**src/rtl/vsst_defines.svh**
```systemverilog
// Offsets, field positions, reset values and timing counts of the sample strobe block
`ifndef VSST_DEFINES_SVH
`define VSST_DEFINES_SVH
`define VSST_ADDR_W 4
`define VSST_REG_CTRL 4'h0
`define VSST_REG_STATUS 4'h4
`define VSST_REG_LAST 4'h8
`define VSST_CTRL_CDS 0
`define VSST_CTRL_TWO_CH 1
`define VSST_CTRL_CH_SEL 2
`define VSST_CTRL_OUT_DIS 3
`define VSST_CTRL_RESET 32'h0000_0003
`define VSST_LATENCY 7
`define VSST_PIPE_DEPTH 8
`define VSST_DATA_W 10
`endif

```
**src/rtl/vsst_pkg.sv**
```systemverilog
// Types of the sample strobe block
package vsst_pkg;
  typedef struct packed {
    logic correlated_double_sampling;
    logic two_ch;
    logic ch_sel;
    logic out_dis;
  } vsst_ctrl_t;
  typedef struct packed {
    logic video_cap;
    logic reset_cap;
    logic clamp;
    logic [1:0] ch_power;
  } vsst_analog_t;
  typedef enum logic [1:0] {VSST_IDLE, VSST_VIDEO, VSST_WAIT_RST} vsst_phase_t;
endpackage

```
**src/rtl/vsst_core.sv**
```systemverilog
// Pixel sample strobe timing and output latency control
//
// Implementation choices: the placing of the registers and register access over Avalon-MM.
`timescale 1ns/1ns
`include "vsst_defines.svh"
// What this block does
// - Video strobe high closes the video-level sampling switch.
// - Reset strobe high closes the reset-level sampling switch.
// - Converted pixel word appears seven clocks after first rise past strobe fall.
// - In single-sample mode reset strobe drives input clamping instead.
// - Two-channel mode samples both inputs and converts both each pixel.
// - One-channel mode converts only the chosen input, other channel off.
// - Output bus floats when output enable pin or disable bit asks.
module vsst_core #(
  parameter int LATENCY = `VSST_LATENCY,
  parameter int DATA_W = `VSST_DATA_W
) (
  // Clock and reset
  input wire logic clock_in,
  input wire logic srst_in,
  // Avalon-MM slave
  input wire logic [`VSST_ADDR_W-1:0] avs_address_in,
  input wire logic avs_read_in,
  input wire logic avs_write_in,
  input wire logic [31:0] avs_writedata_in,
  output logic [31:0] avs_readdata_out,
  output logic avs_waitrequest_out,
  // Sensor strobes and converter data
  input wire logic video_sample_strobe_in,
  input wire logic reset_sample_strobe_in,
  input wire logic output_enable_pin_n_in,
  input wire logic [DATA_W-1:0] adc_ch0_in,
  input wire logic [DATA_W-1:0] adc_ch1_in,
  // Analog switch controls
  output vsst_pkg::vsst_analog_t analog_out,
  // Pixel output bus, three signals
  output logic [DATA_W-1:0] pixel_output_bus_out,
  output logic pixel_output_bus_oe_out,
  output logic pixel_valid_out
);
  // ****************************************
  // State
  // ****************************************
  typedef struct packed {
    vsst_pkg::vsst_ctrl_t ctrl;
    vsst_pkg::vsst_phase_t phase;
    logic vs_d;
    logic [LATENCY-1:0] vld_pipe;
    logic [LATENCY-1:0][2*DATA_W-1:0] dat_pipe;
    logic [LATENCY-1:0] two_pipe;
    logic half;
    logic [2*DATA_W-1:0] pending;
    logic [2*DATA_W-1:0] last;
    logic [31:0] pixel_count;
    vsst_pkg::vsst_analog_t analog;
    logic [DATA_W-1:0] bus;
    logic bus_oe;
    logic valid;
    logic [31:0] rdata;
    logic wait_req;
  } vsst_state_t;
  vsst_state_t st;
  vsst_state_t next_st;
  // Control word after reset, split into fields at reset time
  localparam logic [31:0] CTRL_RST = `VSST_CTRL_RESET;
  // Strobe fall seen: high at the last edge, low now
  logic vs_fall;
  assign vs_fall = st.vs_d & ~video_sample_strobe_in;
  // ****************************************
  // Next state
  // ****************************************
  always_comb begin
    next_st = st;
    next_st.vs_d = video_sample_strobe_in;
    next_st.valid = 1'b0;
    // Sampling switches follow strobes
    next_st.analog.video_cap = video_sample_strobe_in;
    next_st.analog.reset_cap = st.ctrl.correlated_double_sampling & reset_sample_strobe_in;
    next_st.analog.clamp = ~st.ctrl.correlated_double_sampling & reset_sample_strobe_in;
    // Channel power: both in two-channel mode, else only the chosen one
    next_st.analog.ch_power = st.ctrl.two_ch ? 2'b11
      : (st.ctrl.ch_sel ? 2'b10 : 2'b01);
    // Strobe phase tracker
    case (st.phase)
      vsst_pkg::VSST_IDLE: begin
        if (video_sample_strobe_in) begin
          next_st.phase = vsst_pkg::VSST_VIDEO;
        end
      end
      vsst_pkg::VSST_VIDEO: begin
        if (!video_sample_strobe_in) begin
          next_st.phase = vsst_pkg::VSST_WAIT_RST;
        end
      end
      vsst_pkg::VSST_WAIT_RST: begin
        next_st.phase = video_sample_strobe_in ? vsst_pkg::VSST_VIDEO : vsst_pkg::VSST_IDLE;
      end
      default: begin
        next_st.phase = vsst_pkg::VSST_IDLE;
      end
    endcase
    // Latency pipeline, launched at first rise after strobe fall
    next_st.vld_pipe = {st.vld_pipe[LATENCY-2:0], vs_fall};
    next_st.two_pipe = {st.two_pipe[LATENCY-2:0], st.ctrl.two_ch};
    next_st.dat_pipe = {st.dat_pipe[LATENCY-2:0], {adc_ch1_in, adc_ch0_in}};
    if (vs_fall) begin
      next_st.pixel_count = st.pixel_count + 32'h0000_0001;
    end
    // Output word; second channel follows in the next cycle
    if (st.vld_pipe[LATENCY-1]) begin
      next_st.valid = 1'b1;
      if (st.two_pipe[LATENCY-1]) begin
        next_st.bus = st.dat_pipe[LATENCY-1][DATA_W-1:0];
        next_st.pending = st.dat_pipe[LATENCY-1];
        next_st.half = 1'b1;
      end else begin
        next_st.bus = st.ctrl.ch_sel ? st.dat_pipe[LATENCY-1][2*DATA_W-1:DATA_W]
          : st.dat_pipe[LATENCY-1][DATA_W-1:0];
      end
      next_st.last = st.dat_pipe[LATENCY-1];
    end else if (st.half) begin
      next_st.valid = 1'b1;
      next_st.bus = st.pending[2*DATA_W-1:DATA_W];
      next_st.half = 1'b0;
    end
    // Bus floats on pin or bit
    next_st.bus_oe = ~output_enable_pin_n_in & ~st.ctrl.out_dis;
    // Register bus: waitrequest from a flop, low for one cycle after each request
    // A write lands only at the edge that sees waitrequest low
    next_st.wait_req = ~((avs_read_in | avs_write_in) & st.wait_req);
    if (avs_write_in && !st.wait_req && avs_address_in == `VSST_REG_CTRL) begin
      next_st.ctrl.correlated_double_sampling = avs_writedata_in[`VSST_CTRL_CDS];
      next_st.ctrl.two_ch = avs_writedata_in[`VSST_CTRL_TWO_CH];
      next_st.ctrl.ch_sel = avs_writedata_in[`VSST_CTRL_CH_SEL];
      next_st.ctrl.out_dis = avs_writedata_in[`VSST_CTRL_OUT_DIS];
    end
    case (avs_address_in)
      `VSST_REG_CTRL: begin
        next_st.rdata = {28'h0000000, st.ctrl.out_dis, st.ctrl.ch_sel,
          st.ctrl.two_ch, st.ctrl.correlated_double_sampling};
      end
      `VSST_REG_STATUS: begin
        next_st.rdata = st.pixel_count;
      end
      `VSST_REG_LAST: begin
        next_st.rdata = 32'(st.last);
      end
      default: begin
        next_st.rdata = 32'h0000_0000;
      end
    endcase
    if (srst_in) begin
      next_st = '0;
      // Fields taken from their own bit places of the reset word
      next_st.ctrl.correlated_double_sampling = CTRL_RST[`VSST_CTRL_CDS];
      next_st.ctrl.two_ch = CTRL_RST[`VSST_CTRL_TWO_CH];
      next_st.ctrl.ch_sel = CTRL_RST[`VSST_CTRL_CH_SEL];
      next_st.ctrl.out_dis = CTRL_RST[`VSST_CTRL_OUT_DIS];
      next_st.analog.ch_power = 2'b11;
      next_st.wait_req = 1'b1; // Idle bus holds waitrequest high
    end
  end
  // ****************************************
  // Registers
  // ****************************************
  always_ff @(posedge clock_in) begin
    st <= next_st;
  end
  // Outputs from flops
  assign avs_readdata_out = st.rdata;
  assign avs_waitrequest_out = st.wait_req;
  assign analog_out = st.analog;
  assign pixel_output_bus_out = st.bus;
  assign pixel_output_bus_oe_out = st.bus_oe;
  assign pixel_valid_out = st.valid;
endmodule

```
**config.mk**
```make
export PLATFORM = sky130hd
export DESIGN_NAME = vsst_core
export DESIGN_NICKNAME = d
export VERILOG_FILES = /design/src/rtl/vsst_pkg.sv /design/src/rtl/vsst_core.sv
export VERILOG_INCLUDE_DIRS = /design/src /design/src/rtl
export SDC_FILE = /design/constraint.sdc
export NUM_CORES = 1
export LEC_CHECK = 0
export BUFFER_PORTS_ARGS = -buffer_cell sky130_fd_sc_hd__buf_2
export CORE_ASPECT_RATIO = 0.7
export CORE_MARGIN = 3
export CORE_UTILIZATION = 40
export DETAILED_ROUTE_END_ITERATION = 12
export MAX_ROUTING_LAYER = met4
export PLACE_DENSITY_LB_ADDON = 0.3
export RECOVER_POWER = 50
export SLEW_MARGIN = 20
export SYNTH_ARGS = -nofsm -noshare
export SYNTH_HDL_FRONTEND = slang
export SYNTH_SLANG_ARGS = --single-unit
```
**constraint.sdc**
```tcl
create_clock -name clock_in -period 2.22 [get_ports clock_in]
set_input_delay 0.111 -clock clock_in [delete_from_list [all_inputs] [get_ports clock_in]]
set_output_delay 0.111 -clock clock_in [all_outputs]
set_load 0.05 [all_outputs]
```
After elaboration in Yosys (flattened, before gate mapping)

Cells that the tools add are included.

Reductions and logical operators: 8
Multiplexer cells: 8
Bitwise operators: 12
$add $sub $neg: 1
Eq/ne operators: 2

Operators with widths:

| operator                                      | count |
|---|---|
| case mux 32 bit (3 select lines)              | 1 |
| 2-to-1 mux 10 bit                             | 4 |
| adder 32 x 1 -> 32 bit, second input constant | 1 |
| NOT 1 bit                                     | 6 |
| bitwise AND 1 bit                             | 5 |
| == test 4 x 3 -> 1 bit, second input constant | 1 |
| == test 4 bit, second input constant          | 1 |
| zero test 4 bit                               | 1 |
| OR reduction 2 bit                            | 2 |
| logical AND 1 bit                             | 2 |
| 2-to-1 mux 1 bit                              | 2 |
| 2-to-1 mux 2 bit                              | 1 |
| AND reduction 2 bit                           | 1 |
| nonzero test 2 bit                            | 1 |
| zero test 1 bit                               | 1 |
| OR 1 bit                                      | 1 |

Word-level logic and storage cells: 57
Output and inout port bits: 50
Register bits: 281
Bits of input ports: 63

Depth between registers and ports, before layout

Gate-level depths: netlist of run 1.

Depth after elaboration: 3
Mapped depth: 7
Mapped depth without buffers: 5

Worst setup path before layout of run 1

No wires, ideal clock.

Kind: register -> register
Start: reg st[50] in the netlist's numbering
End: reg st[78] in the netlist's numbering
Slack: 246 ps
Path buffers: 1
Clock period less this slack: 1974 ps
Stages on the path, launching flop included: 7
Setup time: 70 ps
Arrival time: 1904 ps
Required time: 2150 ps
Path through: dfxtp_1 ha_1 nand3b_1 or4_1 buf_2 or4_1 a21oi_1

Cells in the longest elaborated chain, start to end: 1

Ends and longest elaborated chain:

| element                | line             | source |
|---|---|---|
| from (decl)            | vsst_core.sv:62  | `vsst_state_t st;` |
| from (signal assigned) | vsst_core.sv:167 | `st <= next_st;` |
| adder 32 x 1 -> 32 bit | vsst_core.sv:107 | `next_st.pixel_count = st.pixel_count + 32'h0000_0001;` |

No other way between the ends.
A chain may end at the register's enable or synchronous reset.

Worst setup path in the final report of run 1

Start: reg st[54] in the netlist's numbering
End: reg st[81] in the netlist's numbering

Same word-level chain as after synthesis.

==> metrics.txt, run 1 <==
status completed; Sw Share 0.207; worst rel slew slack 0.215; CTS Buf Count 25; Mapped Area 0.00898 sq mm; reg2reg start st[54]$_SDFFE_PP0P_; Post-Synthesis Cells 847; Setup crit start st[54]$_SDFFE_PP0P_; Die Span Y 131 um; worst r2r path cells 4; n_diodes 0; all-layer global routing usage 0.128; M1 WL 7770 um; final setup violating endpoints 0; #FFs+latches synth 271; RSZ-0062 raised after global routing no; Pre-antenna DRT Iters 5; Cell Int Power 7.30 mW; Distinct cells, synth 41; clock power share 0.436; uppermost layer routed met4; YS warnings 0; H-tree levels 1; I/O Buffers 84; total power 9.21 mW; Area after DPL 0.00935 sq mm; Die Area 0.0243 sq mm; WP data arrival 2500 ps; largest net degree at the start of global routing 96; vias 5536; pwr dens 883 mW/mm^2; Initial Utilization 0.411; vias in the first global route 4996; routed length per instance 12.9 um; P_sw 1.90 mW; antenna viol nets, final 0; Post-synth EDFFs 0; Critical Path Sink Type register; Max clock buf depth 3; Root Buffer clkbuf_16; Setup TNS 0 ps; fin crit period 2080 ps; Combinational Power Share 0.027; Leak Pwr 4.01 nW; Placer Congestion 0.818; ys async rst share 0; WL met2 6620 um; clk sinks 271; routed wl met3 920 um; Core Region 0.0218 sq mm; first-pass GRT wire length 25300 um; Critical Path RT 2630 ps; FF-to-FF setup slack 140 ps; Clock transition at path regs 60 ps; share of layout cells above drive strength 1 0.157; sequential share of power 0.537; Initial DRC Count 315; die width 185 um; highest net fanout along the worst path 8; Final Max Tran Viols 0; worst slew pin tran 1180 ps; RR Endpoint st[81]$_SDFFE_PP0P_; I/O pin count 113; worst skew pair latency 520 ps; DRC violations left 0; CP Class register to register; Final HPWL DP 9800 um; Hold Path Stages 4; Final Hold Viols 0; Worst VDD drop 0.000528 V; Tcrit/Tclk final 0.938; CTS tree built; Hold WC Path Type input pin to register; final WL 15500 um; design area 0.0104 sq mm; Layout Nets 968; CP Launch Type register; antenna violations before repair 1; Top FF cell, synth dfxtp_1; syn_area_per_cell 10.6 sq um; crit path to st[81]$_SDFFE_PP0P_; Rows 45; MaxCap Viol Count 0; sequential fraction of the synthesis area 0.604; Final Skew 13.3 ps; Fmax 480 MHz; vias per inst 4.60; grt total ovfl 0; area grow syn2layout 16.1%; syn_nets 911
final cells by class:
cell class / instances / area (sq um)
sequential: 271 / 5430
fill: 2046 / 11400
clock inverter: 10 / 75.1
tap: 282 / 353
timing repair buffer: 128 / 840
multi-input combinational: 474 / 3010
inverter: 4 / 15.0
clock buffer: 35 / 713
repair_timing:
item	in CTS	in global routing
hold buffers	30	0
resized for setup	0	1
setup buffers	0	0
hold endpoints to repair	41	0
setup endpoints to repair	0	1
synth_stat cells, drive strengths merged (3+ instances only):
cell type | instances | area share
dfxtp | 271 | 0.60
nor2b | 167 | 0.12
nor2 | 58 | 0.024
buf | 51 | 0.041
clkbuf | 47 | 0.020
mux2i | 35 | 0.039
nand2 | 33 | 0.014
a21oi | 29 | 0.016
a211oi | 20 | 0.017
a22oi | 16 | 0.013
or4 | 16 | 0.013
and3 | 14 | 0.0098
o31ai | 13 | 0.011
nand4 | 9 | 0.0079
nand3 | 8 | 0.0045
or3 | 7 | 0.0049
xnor2 | 7 | 0.0068
o21ai | 6 | 0.0033
a222oi | 4 | 0.0045
inv | 4 | 0.0017
nor3 | 4 | 0.0022
nor4 | 4 | 0.0028
and2 | 3 | 0.0021
nor4b | 3 | 0.0029
xor2 | 3 | 0.0029
power groups by stage:
stage / registers, mW / clock network, mW / logic (mW)
finish: 4.95 / 4.02 / 0.244
global route: 4.95 / 4.34 / 0.272
CTS: 4.94 / 4.15 / 0.247
detailed placement: 5.05 / 0 / 0.205
global placement: 5.05 / 0 / 0.204
floorplan: 5.06 / 0 / 0.135
metal layers:
metal	track usage	up-vias
li1	-	2912
met5	-	-
met4	0.0287	0
met2	0.185	106
met1	0.185	2496
met3	0.0277	22
placed cells by master, fill, tap and decap left out, types with 3 or more instances in the layout:
cell,n
nor3_1,4
nor4_1,4
a222oi_1,4
o21ai_0,6
xor2_1,3
dfxtp_1,269
buf_4,11
nand4_1,8
nand3_1,8
and3_1,14
clkbuf_8,5
buf_2,83
nor2_1,58
or3_1,7
dlygate4sd3_1,30
clkbuf_16,25
nor2b_1,167
clkinv_2,6
xnor2_1,7
inv_1,4
a211oi_1,20
mux2i_1,35
clkbuf_1,5
or4_1,16
o31ai_1,13
nand2_1,33
a21oi_1,29
a22oi_1,16
worst min path at each step:
stage / slack [ps] / startpoint / to
2_1_floorplan: 190 / output_enable_pin_n_in / pixel_output_bus_oe_out$_SDFF_PP0_
3_3_place_gp: 280 / output_enable_pin_n_in / pixel_output_bus_oe_out$_SDFF_PP0_
3_5_place_dp: 280 / output_enable_pin_n_in / pixel_output_bus_oe_out$_SDFF_PP0_
4_1_cts: 70 / avs_write_in / st[282]$_SDFFE_PP1P_
5_1_grt: 130 / avs_write_in / st[282]$_SDFFE_PP1P_
6_report: 100 / avs_write_in / st[282]$_SDFFE_PP1P_
cell families after synthesis:
logic type                 count (synthesis)  share of synthesized area
and+or+nand+nor                          334                      0.212
DFF                                      271                      0.604
buffers and inverters                    102                     0.0624
AOI/OAI and AO/OA                         93                     0.0699
muxes                                     36                     0.0403
xor gates and xnor gates                  10                    0.00975
adders and majority gates                  1                    0.00139
through the flow:
step,instances,setup WS (ps),utilization,hold WS [ps]
after floorplan,847,246,-,188
after global placement,1129,203,0.428,278
after detailed placement,1129,142,0.428,279
after CTS,1204,136,0.478,74.5
after global routing,1204,4.61,0.477,134
final,1204,138,0.477,103
critical path: stages, from the launching register on:
cell	delay, ps
dfxtp_1	460
nand4_4	180
or4_1	620
nor4b_1	340
mux2_2	370
state kept, by name, summed over array words and instances (netlist names):
name and cells:
pixel_output_bus_oe_out 1, pixel_valid_out 1, avs_readdata_out 32, analog_out 5, avs_waitrequest_out 1, pixel_output_bus_out 10, st 221
Note: power is estimated with default switching activity, not from simulation.
==> run 2, diff against run 1 <==
--- a/config.mk
+++ b/config.mk
@@ -8,8 +8,9 @@
 export LEC_CHECK = 0
 export BUFFER_PORTS_ARGS = -buffer_cell sky130_fd_sc_hd__buf_2
 export CORE_ASPECT_RATIO = 0.7
-export CORE_MARGIN = 3
-export CORE_UTILIZATION = 40
+export CORE_MARGIN = 2
+export CORE_UTILIZATION = 50
+export CTS_BUF_LIST = sky130_fd_sc_hd__clkbuf_8 sky130_fd_sc_hd__clkbuf_16
 export DETAILED_ROUTE_END_ITERATION = 12
 export MAX_ROUTING_LAYER = met4
 export PLACE_DENSITY_LB_ADDON = 0.3
==> run 2 against run 1 <==
Sequential share of layout area grew 0.34 points. Power grew 2.8%. Register-to-register slack lost 30 ps. Critical path depth grew 1. Hold slack gained 41 ps. Clock skew shrank 5.4 ps. First-iteration DRC count grew 13%. Final cell count shrank 4.2%. Flip-flop and latch count is the same. Global-route usage grew 4.6 points. Highest routed layer unchanged. Final area shrank 0.65%. Fmax shrank 1.2%.
==> metrics.txt, run 2 (synthesis gave the netlist of run 1 again) <==
status completed; Slowest-stage cell, CP or4_1; post-CTS setup buffers 0 (unchanged); Root Buffer clkbuf_16; fin crit period 2110 ps (+25.6 ps); Tcrit/Tclk final 0.950 (+0.0115); Final HPWL DP 9740 um (-0.60%); CP Class register to register; max reg flops 221 (unchanged); Seq. cell area 0.00543 sq mm (unchanged); Setup TNS 0 ps (unchanged); Die Area 0.0191 sq mm (-22%); highest net fanout along the worst path 12 (+4); antenna violations before repair 0 (-1); largest net degree at the start of global routing 75 (-22%); Fmax 474 MHz (-1.2%); routed length per instance 13.8 um (+6.7%); design area 0.0104 sq mm (-0.65%); Layout Nets 969 (+0.10%); Final Skew 7.88 ps (-5.41 ps); most used cell, CP or4_1; Worst VDD drop 0.000595 V (+13%); area grow syn2layout 15.4%; antenna viol nets, final 0 (unchanged); Area after DPL 0.00928 sq mm (-0.74%); hold_ws 144 ps (+41.4 ps); CTS Buf Count 25 (unchanged); Layout fillers 1453 (-29%); grt total ovfl 0 (unchanged); I/O Buffers 84 (unchanged); RSZ-0062 raised after global routing no; FF-to-FF setup slack 110 ps (-30 ps); CP top delay family simple AND/OR/NAND/NOR gates; worst slew pin tran 1030 ps (-150 ps); share of layout cells above drive strength 1 0.105 (-0.0522); Top reg by flops st; Rows 40 (-11%); Final Hold Viols 0 (unchanged); commonest cells after routing, fill and taps aside dfxtp_1, nor2b_1, nor2_1, clkbuf_1, mux2i_1; Core Region 0.0174 sq mm (-21%); vias per inst 4.89 (+6.3%); pwr dens 913 mW/mm^2 (+3.5%); final WL 15900 um (+2.3%); worst setup margin 112 ps (-25.6 ps); Leak Pwr 3.85 nW (-4.1%); vias in the first global route 5114 (+2.4%); Multi-input gate area 0.00301 sq mm (+0.13%); vias 5640 (+1.9%); final setup violating endpoints 0 (unchanged); Placer Congestion 0.854 (+4.5%); Critical Path RT 2670 ps (+40 ps); Max clock buf depth 3 (unchanged); MaxCap Viol Count 0 (unchanged); WP buf/inv 1 (+1); n_diodes 0 (unchanged); Final Max Tran Viols 0 (unchanged); first-pass GRT wire length 25800 um (+2.1%); CP cell instances nand4_4 > or4_1 > buf_4 > or4_1 > a21oi_1; worst rel slew slack 0.315 (+0.0998); CP Launch Type register; CTS tree built; WP data arrival 2560 ps (+60 ps); Critical Path Sink Type register; worst slack at placement 105 ps (-36.9 ps); Pre-antenna DRT Iters 5 (unchanged); I/O pin count 113 (unchanged); clk sinks 271 (unchanged); worst skew pair latency 520 ps (about the same); CP peak stage delay 630 ps (about the same); Die Span Y 116 um (-12%); Initial DRC Count 357 (+13%); Initial Utilization 0.517 (+0.106); DRC violations left 0 (unchanged); most common cell after layout, fill and taps aside dfxtp_1; Clock transition at path regs 60 ps (about the same); all-layer global routing usage 0.174 (+0.0459); Hold WC Path Type input pin to register; die width 164 um (-11%); H-tree levels 1 (unchanged)
## run 2: changes by cell type in the layout (fill, tap and decap cells not counted), sizes merged
| cell | change |
|---|---|
| clkbuf | +50 |
| inv | +5 |
| clkinvlp | -1 |
| clkinv | -4 |
| bufinv | +1 |
| buf | -50 |
## run 2: tightest hold or removal path: stages
cell and delay [ps]:
buf_2 110, nand3b_1 240, mux2i_1 120, nand2_1 60
## run 2: metal layers
layer	track usage	routed length, um	vias to the layer above
met3	0.0334	808	20
met4	0.0380	227	0
met5	-	0	-
li1	-	-	2904
met2	0.256	6770	119
met1	0.250	8080	2597
## run 2: per-stage QoR
stage / power (mW) / util / std cells
finish: 9.46 / 0.597 / 1154
global route: 9.80 / 0.597 / 1154
CTS: 9.54 / 0.600 / 1154
detailed placement: 5.26 / 0.534 / 1079
global placement: 5.26 / 0.534 / 1079
floorplan: 5.19 / - / 847
## run 2: where the power goes
group / leakage [nW] / switching, mW / internal, mW
logic: 1.21 / 0.138 / 0.108
registers: 2.20 / 0.0170 / 4.93
clock network: 0.440 / 1.78 / 2.49
total: 3.85 / 1.93 / 7.53
## run 2: cell type report
cell class,instances,area share
inverter,4,0.00145
clock buffer,34,0.0723
multi-input combinational,474,0.291
sequential,271,0.524
tap,231,0.0279
clock inverter,11,0.00966
timing repair buffer,129,0.0744
## run 2: what timing repair did
| item | in CTS | in global routing |
|---|---|---|
| endpoints found under the setup margin | 0 | 5 |
| endpoints found under the hold margin | 63 | 0 |
| resized for setup | 0 | 3 |
| hold buffers | 30 | 0 |
## run 2: final timing paths
path / cells past startpoint / to / from
setup reg to reg: 5 / st[70]$_SDFFE_PP0P_ / st[54]$_SDFFE_PP0P_
hold reg to reg: 1 / st[263]$_SDFF_PP0_ / st[243]$_SDFF_PP0_
setup / recovery: 5 / st[70]$_SDFFE_PP0P_ / st[54]$_SDFFE_PP0P_
hold / removal: 4 / st[283]$_SDFFE_PP1P_ / avs_write_in
==> run 3, diff against run 2 <==
--- a/config.mk
+++ b/config.mk
@@ -12,6 +12,7 @@
 export CORE_UTILIZATION = 50
 export CTS_BUF_LIST = sky130_fd_sc_hd__clkbuf_8 sky130_fd_sc_hd__clkbuf_16
 export DETAILED_ROUTE_END_ITERATION = 12
+export GPL_TIMING_DRIVEN = 0
 export MAX_ROUTING_LAYER = met4
 export PLACE_DENSITY_LB_ADDON = 0.3
 export RECOVER_POWER = 50
==> run 3 against run 2 <==
Routed wire length rose by 6.8%. Final area rose by 3.6%. Die area did not move. Hold slack improved by 9.1 ps. Power fell by 3.0%. Via count rose by 5.5%. First-iteration DRC count fell by 19%. Critical endpoint is now st[81]$_SDFFE_PP0P_.
==> metrics.txt, run 3 (synthesis gave the netlist of run 1 again) <==
worst hold start avs_write_in; clock power share 0.433 (-0.018); sequential share of power 0.539 (+0.016); vias in the first global route 5341 (+4.4%); final WL 17000 um (+6.8%); Leak Pwr 4.11 nW (+6.8%); max reg flops 221 (unchanged); I/O Buffers 83 (-1.2%); worst hold endpoint st[283]$_SDFFE_PP1P_; Placer Congestion 0.917 (+7.3%); worst skew pair latency 510 ps (about the same); fin util 0.618 (+0.0216); antenna violations before repair 0 (unchanged); Final Hold Viols 0 (unchanged); status completed; Worst VDD drop 0.000614 V (+3.2%); Top reg by flops st; Hold Path Stages 4 (unchanged); area grow syn2layout 19.6%; Final Skew 7.27 ps (-0.617 ps); worst slew pin tran 1110 ps (+86.1 ps); Sw Share 0.204 (about the same); RSZ-0062 raised after global routing no; most common cell after layout, fill and taps aside dfxtp_1; P_sw 1.88 mW (-2.9%); fin crit period 2130 ps (+23.6 ps); Core Region 0.0174 sq mm (unchanged); MaxCap Viol Count 0 (unchanged); Setup TNS 0 ps (unchanged); Initial Utilization 0.517 (unchanged); Die Span Y 116 um (unchanged); total power 9.18 mW (-3.0%); I/O pin count 113 (unchanged); Cell Int Power 7.30 mW (-3.0%); DRC violations left 0 (unchanged); worst setup margin 88.6 ps (-23.6 ps); CP peak stage delay 670 ps (+40 ps); H-tree levels 1 (unchanged); vias per inst 4.83 (-1.1%); worst slack at placement -185 ps (-290 ps); Max clock buf depth 3 (unchanged); Pre-antenna DRT Iters 5 (unchanged); CP Class register to register; all-layer global routing usage 0.186 (+0.0122); CP top delay family simple AND/OR/NAND/NOR gates; Die Area 0.0191 sq mm (unchanged); Root Buffer clkbuf_16; design area 0.0107 sq mm (+3.6%); CP cell instances nand4_4 > or4_1 > nor4b_2 > mux2_2; WP data arrival 2530 ps (-30 ps); routed length per instance 13.8 um (about the same); Critical Path RT 2620 ps (-50 ps); Rows 40 (unchanged); worst rel slew slack 0.251 (-0.0642); highest net fanout along the worst path 8 (-4); CTS Buf Count 24 (-4.0%); Combinational Power Share 0.029 (+0.003); grt total ovfl 0 (unchanged); reg2reg start st[54]$_SDFFE_PP0P_; largest net degree at the start of global routing 16 (-79%); share of layout cells above drive strength 1 0.147 (+0.0418); vias 5952 (+5.5%); Layout Nets 1049 (+8.3%); final setup violating endpoints 0 (unchanged); Tcrit/Tclk final 0.960 (+0.0106); n_diodes 0 (unchanged); Final Max Tran Viols 0 (unchanged); met3 global-route usage 0.0384 (+0.00497); Fmax 469 MHz (-1.1%); FF-to-FF setup slack 90 ps (-20 ps); die width 164 um (unchanged); grt met1 use 0.268 (+0.0181); Critical Path Sink Type register; commonest cells after routing, fill and taps aside dfxtp_1, nor2b_1, clkbuf_1, nor2_1, buf_2; layer carrying the most global-route usage met1; Slowest-stage cell, CP or4_1; CP Launch Type register; pwr dens 855 mW/mm^2 (-6.4%); worst r2r path cells 4 (-1); clk sinks 271 (unchanged); WP buf/inv 0 (-1); Clock transition at path regs 60 ps (about the same); antenna viol nets, final 0 (unchanged); Initial DRC Count 290 (-19%); first-pass GRT wire length 27200 um (+5.3%); CTS tree built; Hold WC Path Type input pin to register; met2 GRT Util 0.268 (+0.0114); Area after DPL 0.00968 sq mm (+4.4%); RR Endpoint st[81]$_SDFFE_PP0P_; Final HPWL DP 11600 um (+19%)
-- run 3: stage by stage --
step	std cells	hold slack, ps
floorplan	847	188
global placement	1161	275
detailed placement	1161	280
CTS	1233	148
global route	1232	173
finish	1232	153
-- run 3: power by group through the flow --
stage / clock network (mW) / registers, mW / logic, mW
6_report: 3.97 / 4.95 / 0.262
5_1_grt: 4.27 / 4.95 / 0.288
4_1_cts: 4.05 / 4.95 / 0.261
3_5_place_dp: 0 / 5.06 / 0.222
3_3_place_gp: 0 / 5.05 / 0.219
2_1_floorplan: 0 / 5.06 / 0.135
-- run 3: tightest hold or removal path, cell delays in order --
cell and delay, ps:
buf_2 110, nand3b_1 240, mux2i_1 120, nand2_1 50
-- run 3: what timing repair did --
item,in CTS,in global routing
hold buffers,29,0
setup buffers,1,0
endpoints found under the setup margin,13,17
resized for setup,2,13
hold endpoints to repair,31,0
-- run 3: worst max path at each step --
| stage | from | to | slack [ps] | cells past startpoint |
|---|---|---|---|---|
| final | st[54]$_SDFFE_PP0P_ | st[81]$_SDFFE_PP0P_ | 90 | 4 |
| after global routing | st[63]$_SDFFE_PP0P_ | st[73]$_SDFFE_PP0P_ | 10 | 7 |
| after CTS | st[52]$_SDFFE_PP0P_ | st[81]$_SDFFE_PP0P_ | 7 | 5 |
| after detailed placement | st[50]$_SDFFE_PP0P_ | st[78]$_SDFFE_PP0P_ | -180 | 7 |
| after global placement | st[50]$_SDFFE_PP0P_ | st[78]$_SDFFE_PP0P_ | -80 | 7 |
| after floorplan | st[50]$_SDFFE_PP0P_ | st[78]$_SDFFE_PP0P_ | 250 | 6 |
-- run 3: final cells by class --
type	count	area [sq um]
Buffer	97	547
Inverter	4	15.0
Clock buffer	29	669
Timing Repair Buffer	113	669
Tap cell	231	289
Multi-Input combinational cell	474	3010
Fill cell	1418	6630
Sequential cell	271	5430
Clock inverter	13	105
-- run 3: metal layers --
layer	vias up	share of wire
met5	-	0
met4	0	0.019
li1	3068	-
met1	2661	0.50
met3	26	0.063
met2	197	0.42
